===== src/pkg/uadp_defines.vh =====
// register map, field positions, reset values and timing constants for the uart data path
// Function
// - receive buffer is a sixteen-byte FIFO
// - receiver timed by 16x clock, framing per line control
// - receive shifter assembles character, pushes to buffer
// - char mode: rx interrupt when data available and enabled
// - char mode: rx interrupt clears on buffer read
// - fifo mode: rx interrupt at fifo control trigger level; neither interrupt clears on data access
// - eight-bit scratch register, no side effects
// - transmit holding is a sixteen-byte FIFO
// - transmitter timed by baud clock, format per line control
// - load shifter from holding only when idle
// - transmit shifter serializes onto serial output
// - char mode: tx interrupt when holding empty and enabled
// - char mode: tx interrupt clears on holding load
// - baud divisor 1..65535 gives 16x clock
// - divisor byte write reloads baud counter immediately
`ifndef UADP_DEFINES_VH
`define UADP_DEFINES_VH

// ----------------------------------------------------------------
// register offsets
// ----------------------------------------------------------------
`define UADP_ADDR_DATA    4'h0
`define UADP_ADDR_INT_EN  4'h1
`define UADP_ADDR_FIFO    4'h2
`define UADP_ADDR_LINE    4'h3
`define UADP_ADDR_DIV_LO  4'h4
`define UADP_ADDR_DIV_HI  4'h5
`define UADP_ADDR_STATUS  4'h6
`define UADP_ADDR_SCRATCH 4'h7
`define UADP_ADDR_INT_ST  4'h8
`define UADP_ADDR_INT_MSK 4'h9

// ----------------------------------------------------------------
// field positions
// ----------------------------------------------------------------
`define UADP_IE_RX        0
`define UADP_IE_TX        1
`define UADP_FC_ENABLE    0
`define UADP_FC_RX_LVL_LO 6
`define UADP_FC_RX_LVL_HI 7
`define UADP_LC_WLEN_LO   0
`define UADP_LC_WLEN_HI   1
`define UADP_LC_STOP      2
`define UADP_LC_PAR_EN    3
`define UADP_LC_PAR_EVEN  4
`define UADP_ST_RX_AVAIL  0
`define UADP_ST_TX_EMPTY  5
`define UADP_ST_TEMT      6

// ----------------------------------------------------------------
// reset values and sizes
// ----------------------------------------------------------------
`define UADP_LINE_RESET   8'h03
`define UADP_DIV_RESET    16'h0001
`define UADP_FIFO_DEPTH   16
`define UADP_PTR_W        4
`define UADP_CNT_W        5
`define UADP_OVS          4'hF
`define UADP_OVS_MID      4'h7

`endif


===== src/hw/uadp_fifo.v =====
// sixteen-entry byte FIFO used for both holding and receive buffers
`include "uadp_defines.vh"

module uadp_fifo (
  input  wire       i_clk,
  input  wire       i_reset,
  input  wire       i_flush,
  input  wire       i_push,
  input  wire [7:0] i_data,
  input  wire       i_pop,
  output wire [7:0] o_data,
  output wire [4:0] o_count
);
  reg  [7:0] mem [0:`UADP_FIFO_DEPTH-1];
  reg  [3:0] wr_q;
  reg  [3:0] rd_q;
  reg  [4:0] cnt_q;
  wire       do_push;
  wire       do_pop;

  // a push to a full store is dropped rather than overwriting
  assign do_push = i_push && (cnt_q != 5'h10);
  assign do_pop  = i_pop && (cnt_q != 5'h00);
  assign o_data  = mem[rd_q];
  assign o_count = cnt_q;

  always @(posedge i_clk) begin
    if (do_push) begin
      mem[wr_q] <= i_data;
    end
  end

  always @(posedge i_clk) begin
    if (i_reset || i_flush) begin
      wr_q  <= 4'h0;
      rd_q  <= 4'h0;
      cnt_q <= 5'h00;
    end else begin
      if (do_push) begin
        wr_q <= wr_q + 4'h1;
      end
      if (do_pop) begin
        rd_q <= rd_q + 4'h1;
      end
      cnt_q <= cnt_q + {4'h0, do_push} - {4'h0, do_pop};
    end
  end
endmodule


===== src/hw/uadp_top.v =====
// uart transmit and receive data path with baud generator and register port
`include "uadp_defines.vh"

module uadp_top (
  input  wire       I_MCLK,
  input  wire       I_RESET,
  input  wire [3:0] I_ADDR,
  input  wire [7:0] I_WDATA,
  input  wire       I_WR,
  input  wire       I_RD,
  input  wire       I_RX_CLK16,
  input  wire       I_SERIAL_INPUT,
  output reg  [7:0] O_RDATA,
  output reg        O_SERIAL_OUTPUT,
  output reg        O_BAUD_CLOCK_OUT,
  output reg        O_IRQ
);
  // ----------------------------------------------------------------
  // state encodings
  // ----------------------------------------------------------------
  localparam [3:0] TX_IDLE  = 4'b0001;
  localparam [3:0] TX_START = 4'b0010;
  localparam [3:0] TX_DATA  = 4'b0100;
  localparam [3:0] TX_STOP  = 4'b1000;
  localparam [3:0] RX_IDLE  = 4'b0001;
  localparam [3:0] RX_START = 4'b0010;
  localparam [3:0] RX_DATA  = 4'b0100;
  localparam [3:0] RX_STOP  = 4'b1000;

  // ----------------------------------------------------------------
  // helpers
  // ----------------------------------------------------------------
  function [3:0] frame_bits;
    input [7:0] lc;
    begin
      frame_bits = 4'h5 + {2'b00, lc[`UADP_LC_WLEN_HI:`UADP_LC_WLEN_LO]}
                   + {3'b000, lc[`UADP_LC_PAR_EN]};
    end
  endfunction

  function par_bit;
    input [7:0] d;
    input [7:0] lc;
    begin
      par_bit = ^d ^ ~lc[`UADP_LC_PAR_EVEN];
    end
  endfunction

  function [7:0] width_mask;
    input [7:0] lc;
    begin
      width_mask = 8'hFF >> (2'h3 - lc[`UADP_LC_WLEN_HI:`UADP_LC_WLEN_LO]);
    end
  endfunction

  // ----------------------------------------------------------------
  // registers
  // ----------------------------------------------------------------
  reg  [7:0]  int_en_q;
  reg  [7:0]  fifo_ctl_q;
  reg  [7:0]  line_q;
  reg  [15:0] div_q;
  reg  [7:0]  scratch_q;
  reg  [1:0]  int_st_q;
  reg  [1:0]  int_msk_q;
  reg  [15:0] baud_cnt_q;
  reg         baud_tick_q;
  reg         rx_clk_q;
  reg  [3:0]  tx_state_q;
  reg  [3:0]  tx_ovs_q;
  reg  [3:0]  tx_bit_q;
  reg  [8:0]  tx_shift_q;
  reg         tx_stop2_q;
  reg  [3:0]  rx_state_q;
  reg  [3:0]  rx_ovs_q;
  reg  [3:0]  rx_bit_q;
  reg  [8:0]  rx_shift_q;
  reg         rx_push_q;
  reg  [7:0]  rx_word_q;
  reg  [4:0]  rx_cnt_prev_q;
  reg         tx_empty_prev_q;

  wire        wr_data;
  wire        rd_data;
  wire        fifo_mode;
  wire [7:0]  tx_head;
  wire [4:0]  tx_count;
  wire [7:0]  rx_head;
  wire [4:0]  rx_count;
  wire        tx_pop;
  wire        rx_tick;
  wire        tx_empty;
  wire        rx_avail;
  wire        rx_event;
  wire        tx_event;
  wire [8:0]  rx_aligned;
  reg  [4:0]  rx_level;
  reg  [7:0]  rdata_d;

  assign wr_data   = I_WR && (I_ADDR == `UADP_ADDR_DATA);
  assign rd_data   = I_RD && (I_ADDR == `UADP_ADDR_DATA);
  assign fifo_mode = fifo_ctl_q[`UADP_FC_ENABLE];
  assign tx_empty  = (tx_count == 5'h00);
  assign rx_avail  = (rx_count != 5'h00);
  // receive clock input is a 16x clock whose rising edges are detected on the master clock
  assign rx_tick   = I_RX_CLK16 && !rx_clk_q;
  assign tx_pop    = (tx_state_q == TX_IDLE) && baud_tick_q && !tx_empty;
  assign rx_aligned = (rx_shift_q >> (4'h9 - frame_bits(line_q)))
                      & {1'b0, width_mask(line_q)};

  uadp_fifo u_tx_fifo (
    .i_clk   (I_MCLK),
    .i_reset (I_RESET),
    .i_flush (1'b0),
    .i_push  (wr_data),
    .i_data  (I_WDATA),
    .i_pop   (tx_pop),
    .o_data  (tx_head),
    .o_count (tx_count)
  );

  uadp_fifo u_rx_fifo (
    .i_clk   (I_MCLK),
    .i_reset (I_RESET),
    .i_flush (1'b0),
    .i_push  (rx_push_q),
    .i_data  (rx_word_q),
    .i_pop   (rd_data),
    .o_data  (rx_head),
    .o_count (rx_count)
  );

  // ----------------------------------------------------------------
  // register writes
  // ----------------------------------------------------------------
  always @(posedge I_MCLK) begin
    if (I_RESET) begin
      int_en_q   <= 8'h00;
      fifo_ctl_q <= 8'h00;
      line_q     <= `UADP_LINE_RESET;
      div_q      <= `UADP_DIV_RESET;
      scratch_q  <= 8'h00;
      int_msk_q  <= 2'h0;
    end else if (I_WR) begin
      case (I_ADDR)
        `UADP_ADDR_INT_EN:  int_en_q   <= I_WDATA;
        `UADP_ADDR_FIFO:    fifo_ctl_q <= I_WDATA;
        `UADP_ADDR_LINE:    line_q     <= I_WDATA;
        `UADP_ADDR_DIV_LO:  div_q[7:0]  <= I_WDATA;
        `UADP_ADDR_DIV_HI:  div_q[15:8] <= I_WDATA;
        `UADP_ADDR_SCRATCH: scratch_q  <= I_WDATA;
        `UADP_ADDR_INT_MSK: int_msk_q  <= I_WDATA[1:0];
        default: ;
      endcase
    end
  end

  // ----------------------------------------------------------------
  // baud generator
  // ----------------------------------------------------------------
  // a zero divisor is treated as one so the tick never stops
  always @(posedge I_MCLK) begin
    if (I_RESET) begin
      baud_cnt_q       <= `UADP_DIV_RESET;
      baud_tick_q      <= 1'b0;
      O_BAUD_CLOCK_OUT <= 1'b0;
    end else if (I_WR && (I_ADDR == `UADP_ADDR_DIV_LO)) begin
      baud_cnt_q  <= {div_q[15:8], I_WDATA};
      baud_tick_q <= 1'b0;
    end else if (I_WR && (I_ADDR == `UADP_ADDR_DIV_HI)) begin
      baud_cnt_q  <= {I_WDATA, div_q[7:0]};
      baud_tick_q <= 1'b0;
    end else if (baud_cnt_q <= 16'h0001) begin
      baud_cnt_q       <= div_q;
      baud_tick_q      <= 1'b1;
      O_BAUD_CLOCK_OUT <= 1'b1;
    end else begin
      baud_cnt_q       <= baud_cnt_q - 16'h0001;
      baud_tick_q      <= 1'b0;
      // high for the first half of the period, a single cycle for small divisors
      O_BAUD_CLOCK_OUT <= (baud_cnt_q > div_q - {1'b0, div_q[15:1]} + 16'h0001);
    end
  end

  // ----------------------------------------------------------------
  // transmitter
  // ----------------------------------------------------------------
  always @(posedge I_MCLK) begin
    if (I_RESET) begin
      tx_state_q      <= TX_IDLE;
      tx_ovs_q        <= 4'h0;
      tx_bit_q        <= 4'h0;
      tx_shift_q      <= 9'h1FF;
      tx_stop2_q      <= 1'b0;
      O_SERIAL_OUTPUT <= 1'b1;
    end else if (baud_tick_q) begin
      tx_ovs_q <= tx_ovs_q + 4'h1;
      case (tx_state_q)
        TX_IDLE: begin
          O_SERIAL_OUTPUT <= 1'b1;
          tx_ovs_q        <= 4'h0;
          if (tx_pop) begin
            tx_shift_q <= {1'b1, tx_head & width_mask(line_q)};
            if (line_q[`UADP_LC_PAR_EN]) begin
              tx_shift_q[4'h5 + {2'b00, line_q[1:0]}] <= par_bit(tx_head & width_mask(line_q),
                                                                line_q);
            end
            tx_state_q <= TX_START;
          end
        end
        TX_START: begin
          O_SERIAL_OUTPUT <= 1'b0;
          if (tx_ovs_q == `UADP_OVS) begin
            tx_state_q <= TX_DATA;
            tx_bit_q   <= 4'h0;
          end
        end
        TX_DATA: begin
          O_SERIAL_OUTPUT <= tx_shift_q[0];
          if (tx_ovs_q == `UADP_OVS) begin
            tx_shift_q <= {1'b1, tx_shift_q[8:1]};
            tx_bit_q   <= tx_bit_q + 4'h1;
            if (tx_bit_q == frame_bits(line_q) - 4'h1) begin
              tx_state_q <= TX_STOP;
              tx_stop2_q <= line_q[`UADP_LC_STOP];
            end
          end
        end
        TX_STOP: begin
          O_SERIAL_OUTPUT <= 1'b1;
          if (tx_ovs_q == `UADP_OVS) begin
            if (tx_stop2_q) begin
              tx_stop2_q <= 1'b0;
            end else begin
              tx_state_q <= TX_IDLE;
            end
          end
        end
        default: tx_state_q <= TX_IDLE;
      endcase
    end
  end

  // ----------------------------------------------------------------
  // receiver
  // ----------------------------------------------------------------
  always @(posedge I_MCLK) begin
    if (I_RESET) begin
      rx_clk_q   <= 1'b0;
      rx_state_q <= RX_IDLE;
      rx_ovs_q   <= 4'h0;
      rx_bit_q   <= 4'h0;
      rx_shift_q <= 9'h000;
      rx_push_q  <= 1'b0;
      rx_word_q  <= 8'h00;
    end else begin
      rx_clk_q  <= I_RX_CLK16;
      rx_push_q <= 1'b0;
      if (rx_tick) begin
        rx_ovs_q <= rx_ovs_q + 4'h1;
        case (rx_state_q)
          RX_IDLE: begin
            rx_ovs_q <= 4'h0;
            if (!I_SERIAL_INPUT) begin
              rx_state_q <= RX_START;
            end
          end
          RX_START: begin
            // a glitch shorter than half a bit is rejected as false start
            if (rx_ovs_q == `UADP_OVS_MID) begin
              rx_ovs_q <= 4'h0;
              rx_bit_q <= 4'h0;
              rx_state_q <= I_SERIAL_INPUT ? RX_IDLE : RX_DATA;
            end
          end
          RX_DATA: begin
            if (rx_ovs_q == `UADP_OVS) begin
              rx_shift_q <= {I_SERIAL_INPUT, rx_shift_q[8:1]};
              rx_bit_q   <= rx_bit_q + 4'h1;
              if (rx_bit_q == frame_bits(line_q) - 4'h1) begin
                rx_state_q <= RX_STOP;
              end
            end
          end
          RX_STOP: begin
            if (rx_ovs_q == `UADP_OVS) begin
              rx_state_q <= RX_IDLE;
              rx_push_q  <= 1'b1;
              rx_word_q  <= rx_aligned[7:0];
            end
          end
          default: rx_state_q <= RX_IDLE;
        endcase
      end
    end
  end

  // ----------------------------------------------------------------
  // interrupts and read port
  // ----------------------------------------------------------------
  always @* begin
    case (fifo_ctl_q[`UADP_FC_RX_LVL_HI:`UADP_FC_RX_LVL_LO])
      2'b00:   rx_level = 5'h01;
      2'b01:   rx_level = 5'h04;
      2'b10:   rx_level = 5'h08;
      default: rx_level = 5'h0E;
    endcase
  end

  // char mode: buffer goes from empty to holding data; fifo mode: trigger level reached
  assign rx_event = fifo_mode ? (rx_count >= rx_level && rx_cnt_prev_q < rx_level)
                              : (rx_count != 5'h00 && rx_cnt_prev_q == 5'h00);
  assign tx_event = tx_empty && !tx_empty_prev_q;

  always @(posedge I_MCLK) begin
    if (I_RESET) begin
      int_st_q        <= 2'h0;
      rx_cnt_prev_q   <= 5'h00;
      tx_empty_prev_q <= 1'b0;
      O_IRQ           <= 1'b0;
    end else begin
      rx_cnt_prev_q   <= rx_count;
      tx_empty_prev_q <= tx_empty;
      // set wins over software clear
      int_st_q[0] <= (rx_event && int_en_q[`UADP_IE_RX]) ||
                     (int_st_q[0] && !(I_WR && I_ADDR == `UADP_ADDR_INT_ST && I_WDATA[0])
                      && !(rd_data && !fifo_mode));
      int_st_q[1] <= (tx_event && int_en_q[`UADP_IE_TX]) ||
                     (int_st_q[1] && !(I_WR && I_ADDR == `UADP_ADDR_INT_ST && I_WDATA[1])
                      && !(wr_data && !fifo_mode));
      O_IRQ <= |(int_st_q & int_msk_q);
    end
  end

  always @* begin
    case (I_ADDR)
      `UADP_ADDR_DATA:    rdata_d = rx_head;
      `UADP_ADDR_INT_EN:  rdata_d = int_en_q;
      `UADP_ADDR_FIFO:    rdata_d = fifo_ctl_q;
      `UADP_ADDR_LINE:    rdata_d = line_q;
      `UADP_ADDR_DIV_LO:  rdata_d = div_q[7:0];
      `UADP_ADDR_DIV_HI:  rdata_d = div_q[15:8];
      `UADP_ADDR_STATUS:  rdata_d = {1'b0, tx_empty && tx_state_q == TX_IDLE, tx_empty,
                                     4'h0, rx_avail};
      `UADP_ADDR_SCRATCH: rdata_d = scratch_q;
      `UADP_ADDR_INT_ST:  rdata_d = {6'h00, int_st_q};
      `UADP_ADDR_INT_MSK: rdata_d = {6'h00, int_msk_q};
      default:            rdata_d = 8'h00;
    endcase
  end

  always @(posedge I_MCLK) begin
    if (I_RESET) begin
      O_RDATA <= 8'h00;
    end else if (I_RD) begin
      O_RDATA <= rdata_d;
    end else begin
      O_RDATA <= 8'h00;
    end
  end
endmodule


===== config.mk =====
export PLATFORM = sky130hd
export DESIGN_NAME = uadp_top
export DESIGN_NICKNAME = d
export VERILOG_FILES = /design/src/hw/uadp_fifo.v /design/src/hw/uadp_top.v
export VERILOG_INCLUDE_DIRS = /design/src /design/src/pkg
export SDC_FILE = /design/constraint.sdc
export NUM_CORES = 1
export LEC_CHECK = 0
export BUFFER_PORTS_ARGS = -buffer_cell sky130_fd_sc_hd__buf_2
export CAP_MARGIN = 15
export CORE_MARGIN = 10
export CORE_UTILIZATION = 57
export CTS_CLUSTER_SIZE = 14
export DETAILED_ROUTE_END_ITERATION = 16
export PLACE_DENSITY_LB_ADDON = 0.3
export SYNTH_ARGS = -nofsm -noshare
export SYNTH_HDL_FRONTEND = slang
export SYNTH_HIERARCHICAL = 1
export SYNTH_SLANG_ARGS = --single-unit

===== constraint.sdc =====
create_clock -name I_MCLK -period 3.95 [get_ports I_MCLK]
set_input_delay 1.185 -clock I_MCLK [delete_from_list [all_inputs] [get_ports I_MCLK]]
set_output_delay 1.185 -clock I_MCLK [all_outputs]
set_load 0.02 [all_outputs]

==> run metrics, run 1 <==
setup tns final 0 ns; leading area contributor after synthesis edfxtp_1; Starting Density 58.01%; antenna violations before repair 2; Synth Flop Type edfxtp_1; Worst EP required ~4.4 ns; Layout Cells excl Fill 2164; Die Area 43150 um^2; top post-synthesis cells by area edfxtp_1 (38%), dfxtp_1 (17%), ha_1 (5.4%); cell with the most instances after synthesis edfxtp_1; grt total ovfl 0; floorplan row count 68; post-CTS setup buffer count 0; FF-to-FF setup slack 0.26 ns; Num Clock Sinks 429; worst vdd ir 0.0003506 V; clk_skew 0.01025 ns; crit-path leading delay family compound AO/OA/AOI/OAI gates; pin count of the biggest net entering global routing 50; CP max-delay cell fa_2; Worst-path clk slew 0.06 ns; First-pass DRT Iterations 5; routed via count 13010; Comb power frac 13.1%; Layout Nets ~1800; Fin. Hold Viols 0; Switch Pwr 2.648 mW; Layout area overhead 10.61%; RSZ-0062 raised after global routing no; Clk network pwr share 38.9%; total wire length 45730 um; Critical Path End Type flop; Multi-input gate area 8341 um^2; Worst setup SP type flop; H-tree depth 2; Mapped Area 20090 um^2; fin crit period 3.686 ns; final period utilization roughly 93%; Cells after Synth 1628; Post-synth EDFFs 256; relative slew slack 43.94%; share of Yosys cell area claimed by the top area cell type 38.27%; Bufs on Longest Clock Path 3; commonest cells in the synthesized netlist edfxtp_1 (256), nor2_1 (191), dfxtp_1 (173); clk root buf clkbuf_16; Pwr per Cell Area 465.4 nW/um^2; FMAX 271.3 MHz; Most common cell on crit path ha_1; WS Path Type flop to flop; chip width 207.7 um; hpwl dp 30590 um; layout cell share with drive strength beyond 1 between 10% and 20%; first-pass GRT wire length approximately 73000 um; Core ar. 34630 um^2; number of synthesized register bits about 430; worst slew pin tran 0.8378 ns; Async SR Flop Fraction 0%; Max Cap Viol 0; TritonCTS buffer count 44; Hold Slack 0.4631 ns; DR iter-0 viols 1002; Arrival @ worst endpoint about 4.1 ns; vias in the first global route 13110; share of total power in sequential cells 48.0%; Routed Antenna Nets 0; Residual DRC 0; CP cell instances inv_1 > ha_1 > inv_1 > ha_1 > fa_2 > a21oi_2 > nor2b_1 > a311oi_2 > o311ai_2 > or3_1 > nand2_1 > ha_1 > a21o_1 > a21o_1 > a221oi_2 > o211ai_1 > o21a_1; # setup viols final 0; dpl cells 2083; storage element area 11150 um^2; Lkg Pwr roughly 8.0 nW; CTS tree done; switch share 25.61%; Worst Path Buf+Inv 2; Mean Syn Cell Area 12.34 um^2; vias per cell 6.014; RePlAce Congestion 0.9242; Tot GR Track Use 20.78%; clock latency on the worst-skew pair 0.56 ns; # fillers 2569; die height 207.7 um; Ant. Diodes 0; Max stage delay on crit path between 0.3 and 0.4 ns; wire per inst roughly 21 um; final slew viol count 0; count of cell types in the netlist 89; status complete, no violations; worst min path class flop to flop; P_int 7.694 mW; maximum fanout along the worst path 3; I/O pins 29; sequential share of the synthesized area 55.51%; synth warn 6; Buffers on Ports 28
power by group through the flow:
stage | clock network [mW] | registers (mW) | logic (mW)
after detailed placement | 0 | 5.06 | 1.32
after floorplan | 0 | 5.01 | 1.02
after global routing | 4.28 | 4.98 | 1.51
after global placement | 0 | 5.05 | 1.29
after CTS | 4.10 | 4.96 | 1.33
final | 4.03 | 4.96 | 1.35
through the flow:
| stage | utilization (%) | instance area [um^2] | power (mW) | setup WS, ns |
|---|---|---|---|---|
| global placement | 60.05 | 20790 | 6.346 | 0.2276 |
| global route | 64.17 | 22220 | 10.77 | 0.01049 |
| detailed placement | 60.05 | 20790 | 6.380 | 0.1405 |
| CTS | 64.09 | 22190 | 10.40 | 0.1147 |
| finish | 64.17 | 22220 | 10.34 | 0.2637 |
| floorplan | - | 20090 | 6.029 | 0.004730 |
cells in the final DEF, fill, tap and decap left out, types with 22 or more instances in the layout:
| master | instances |
|---|---|
| a21oi_1 | 81 |
| a22oi_1 | 41 |
| buf_2 | 27 |
| buf_4 | 54 |
| clkbuf_16 | 44 |
| dfxtp_1 | 171 |
| edfxtp_1 | 256 |
| ha_1 | 87 |
| inv_1 | 52 |
| mux2i_1 | 69 |
| mux4_1 | 22 |
| mux4_2 | 48 |
| nand2_1 | 139 |
| nand3_1 | 24 |
| nor2_1 | 191 |
| nor3_1 | 24 |
| o21ai_0 | 32 |
| xnor2_1 | 32 |
| xor2_1 | 32 |
state kept, by name (all words and copies together), names as in the netlist, 5 cells and up, named ones only:
| register | cells |
|---|---|
| u_tx_fifo/mem | 128 |
| rx_cnt_prev_q | 5 |
| rx_word_q | 8 |
| div_q | 16 |
| tx_shift_q | 9 |
| int_en_q | 8 |
| rx_shift_q | 9 |
| line_q | 8 |
| baud_cnt_q | 16 |
| scratch_q | 8 |
| O_RDATA | 8 |
| u_tx_fifo/o_count | 5 |
| fifo_ctl_q | 8 |
| u_rx_fifo/o_count | 5 |
| u_rx_fifo/mem | 128 |
what timing repair did:
item,CTS,global route
endpoints found under the setup margin,0,1
hold buffers,0,0
gates resized for setup,0,5
area by class of cell:
type	instances	share of cell area, %
clock buffer	50	5.057
clock inverter	31	1.233
inverter	53	0.8953
multi-input combinational	1064	37.54
sequential	429	50.19
tap	455	2.562
timing repair buffer	82	2.523
cells by family (layout without fill, tap and decap cells):
kind of cell,after synthesis,in the layout,share of synthesized area (%)
adders and majority gates,91,91,5.817
DFF,429,429,55.51
AOI/OAI and AO/OA,255,255,8.396
xor gates and xnor gates,66,66,3.021
and+or+nand+nor,505,505,12.05
other,1,2,0.01867
buffers and inverters,136,216,3.164
muxes,145,145,12.03
final timing paths:
path | end | cells after the start | startpoint
worst max-delay path | O_BAUD_CLOCK_OUT | 17 | div_q[1]
worst min register to register | tx_shift_q[0] | 1 | tx_shift_q[0]
worst max register to register | O_BAUD_CLOCK_OUT | 17 | div_q[1]
worst min-delay path | tx_shift_q[0] | 1 | tx_shift_q[0]
metal layers:
layer | global-route usage (%) | wire, um | vias up
met4 | 6.052 | 1167 | 2
met2 | 34.34 | 22190 | 391
met3 | 3.430 | 2683 | 81
met5 | 0 | 13 | -
li1 | - | - | 6109
met1 | 27.68 | 19670 | 6431
Power figures use the tool's default switching activity.
==> run 2: changes to the inputs <==
--- a/config.mk
+++ b/config.mk
@@ -8,7 +8,7 @@
 export LEC_CHECK = 0
 export BUFFER_PORTS_ARGS = -buffer_cell sky130_fd_sc_hd__buf_2
 export CAP_MARGIN = 15
-export CORE_MARGIN = 10
+export CORE_MARGIN = 2
 export CORE_UTILIZATION = 57
 export CTS_CLUSTER_SIZE = 14
 export DETAILED_ROUTE_END_ITERATION = 16
==> constraint.sdc (replaced) <==
create_clock -name I_MCLK -period 3 [get_ports I_MCLK]
set_input_delay 0.9 -clock I_MCLK [delete_from_list [all_inputs] [get_ports I_MCLK]]
set_output_delay 0.9 -clock I_MCLK [all_outputs]
set_load 0.02 [all_outputs]
==> run 2 against run 1 <==
Net effect:
- the flow now finishes with violations (negative setup slack)
- wire length up 1.2%
- global-route usage up 5.3 points
- count of clock-buffer cells in the layout up 5
- sequential share of layout area down 2.1 points
- hold slack got worse by 0.0013 ns
- core utilization grew 2.9 points
- register-to-register slack got worse by 0.76 ns
- maximum frequency rose by 5.6%
- sequential power rose by 32%
- clock skew is 0.0059 ns higher
- power grew 32%
- worst setup slack lost 0.76 ns
- largest power group unchanged
==> run metrics, run 2 (same netlist as run 1, synthesis figures left out) <==
worst vdd ir 0.0005493 V (was 0.0003506 V); H-tree depth 2 (unchanged); Largest regs u_rx_fifo/mem (128), u_tx_fifo/mem (128) (unchanged); Worst EP required 3.45 ns (was 4.40 ns); Routed Antenna Nets 0 (unchanged); Fin. Hold Viols 0 (unchanged); commonest non-fill, non-tap cell in the layout edfxtp_1 (unchanged); chip width 191.7 um (was 207.7 um); Pwr per Cell Area 588.4 nW/um^2 (was 465.4 nW/um^2); RePlAce Congestion 0.9137 (was 0.9242); setup tns final -0.4923 ns (was 0 ns); Worst-path clk slew 0.06 ns (about the same); fin crit period 3.492 ns (was 3.686 ns); dpl cells 2171 (was 2083); Critical Path End Type flop (unchanged); wire per inst 20.51 um (was 21.13 um); Num Clock Sinks 429 (unchanged); First-pass DRT Iterations 6 (was 5); # setup viols final 1 (was 0); Buffers on Ports 28 (unchanged); Lkg Pwr 8.347 nW (was 7.950 nW); Worst setup SP type flop (unchanged); layout cell share with drive strength beyond 1 20.44% (was 13.58%); clk_skew 0.01614 ns (was 0.01025 ns); WS Path Type flop to flop (unchanged); die height 191.7 um (was 207.7 um); pin count of the biggest net entering global routing 125 (was 50); antenna violations before repair 1 (was 2); Layout Nets 1876 (was 1783); relative slew slack 48.76% (was 43.94%); TritonCTS buffer count 44 (unchanged); vias in the first global route 13340 (was 13110); status finished, violations left (was complete, no violations); final slew viol count 0 (unchanged); Die Area 36760 um^2 (was 43150 um^2); Arrival @ worst endpoint 3.94 ns (was 4.14 ns); Layout Cells excl Fill 2256 (was 2164); hpwl dp 30970 um (was 30590 um); Layout area overhead 15.56% (was 10.61%); worst setup margin -0.4923 ns (was 0.2637 ns); Max Cap Viol 0 (unchanged); maximum fanout along the worst path 3 (unchanged); DR iter-0 viols 1088 (was 1002); routed via count 13400 (was 13010); Setup WS pre-CTS -0.5934 ns (was 0.1405 ns); final core utilization 67.04% (was 64.17%); grt total ovfl 0 (unchanged); violated checks negative setup slack; I/O pins 29 (unchanged); commonest cells after routing, fill and taps aside edfxtp_1 (256), nor2_1 (190), dfxtp_1 (168) (was edfxtp_1 (256), nor2_1 (191), dfxtp_1 (171)); vias per cell 5.940 (was 6.014); RSZ-0062 raised after global routing yes (was no); Core ar. 34630 um^2 (unchanged); CTS tree done (unchanged); clock latency on the worst-skew pair 0.56 ns (about the same); first-pass GRT wire length 73630 um (was 72930 um); Residual DRC 0 (unchanged); worst min path class flop to flop (unchanged); worst slew pin tran 0.7670 ns (was 0.8378 ns); total wire length 46260 um (was 45730 um); floorplan row count 68 (unchanged); final period utilization 116.4% (was 93.32%); Starting Density 58.01% (unchanged); clk root buf clkbuf_16 (unchanged); FMAX 286.3 MHz (was 271.3 MHz); Hold Slack 0.4618 ns (was 0.4631 ns); Bufs on Longest Clock Path 3 (unchanged); FF-to-FF setup slack -0.49 ns (was 0.26 ns); Tot GR Track Use 26.04% (was 20.78%)
[run 2: cell type report]
cell class                 count  area (um^2)
fill                        2395        11410
sequential                   429        11160
multi-input combinational   1064         8559
timing repair buffer         175         1326
clock buffer                  55         1172
tap                          455        569.3
clock inverter                24        230.2
inverter                      53        198.9
antenna                        1        2.502
[run 2: timing repair]
action                     4_1_cts  5_1_grt
gates cloned                     0        1
pin swaps                       12       12
setup endpoints to repair        5       13
hold buffers                     0        0
setup buffers                    2        2
gates resized for setup         15       21
[run 2: routing by layer]
metal  vias up  share of wire [%]  GRT usage, %
met5         -                  0             0
met4         0                2.6         7.071
met3        90                7.1         4.276
met2       472                 49         44.53
met1      6540                 41         34.58
li1       6298                  -             -
[run 2: worst max-delay path, stage by stage (launching register included)]
cell and delay, ns:
dfxtp_2 0.34, inv_2 0.05, ha_4 0.25, inv_2 0.04, ha_4 0.15, fa_2 0.35, a21oi_2 0.14, nor2b_2 0.06
a311oi_2 0.32, o311ai_2 0.17, or3_1 0.34, nand2_2 0.09, ha_4 0.20, a21o_1 0.16, a21o_1 0.16, a221oi_2 0.22
o211ai_1 0.13, o21a_1 0.22
[run 2: final timing paths]
check                      from                to  cells after the start
setup / recovery       div_q[1]  O_BAUD_CLOCK_OUT                     17
hold / removal    tx_shift_q[2]     tx_shift_q[2]                      1
setup reg to reg       div_q[1]  O_BAUD_CLOCK_OUT                     17
hold reg to reg   tx_shift_q[2]     tx_shift_q[2]                      1
[run 2: stage by stage]
step                total power [mW]  cell area, um^2
floorplan                      7.961            20220
global placement               8.378            21610
global route                   14.19            23210
CTS                            13.73            23080
finish                         13.66            23220
detailed placement             8.436            21610
[run 2: where the power goes]
| part | switching, mW | internal, mW | total (mW) | leakage [nW] |
|---|---|---|---|---|
| combinational | 1.00 | 0.827 | 1.83 | 4.20 |
| sequential | 0.203 | 6.33 | 6.54 | 3.46 |
| clock | 2.25 | 3.04 | 5.29 | 0.689 |
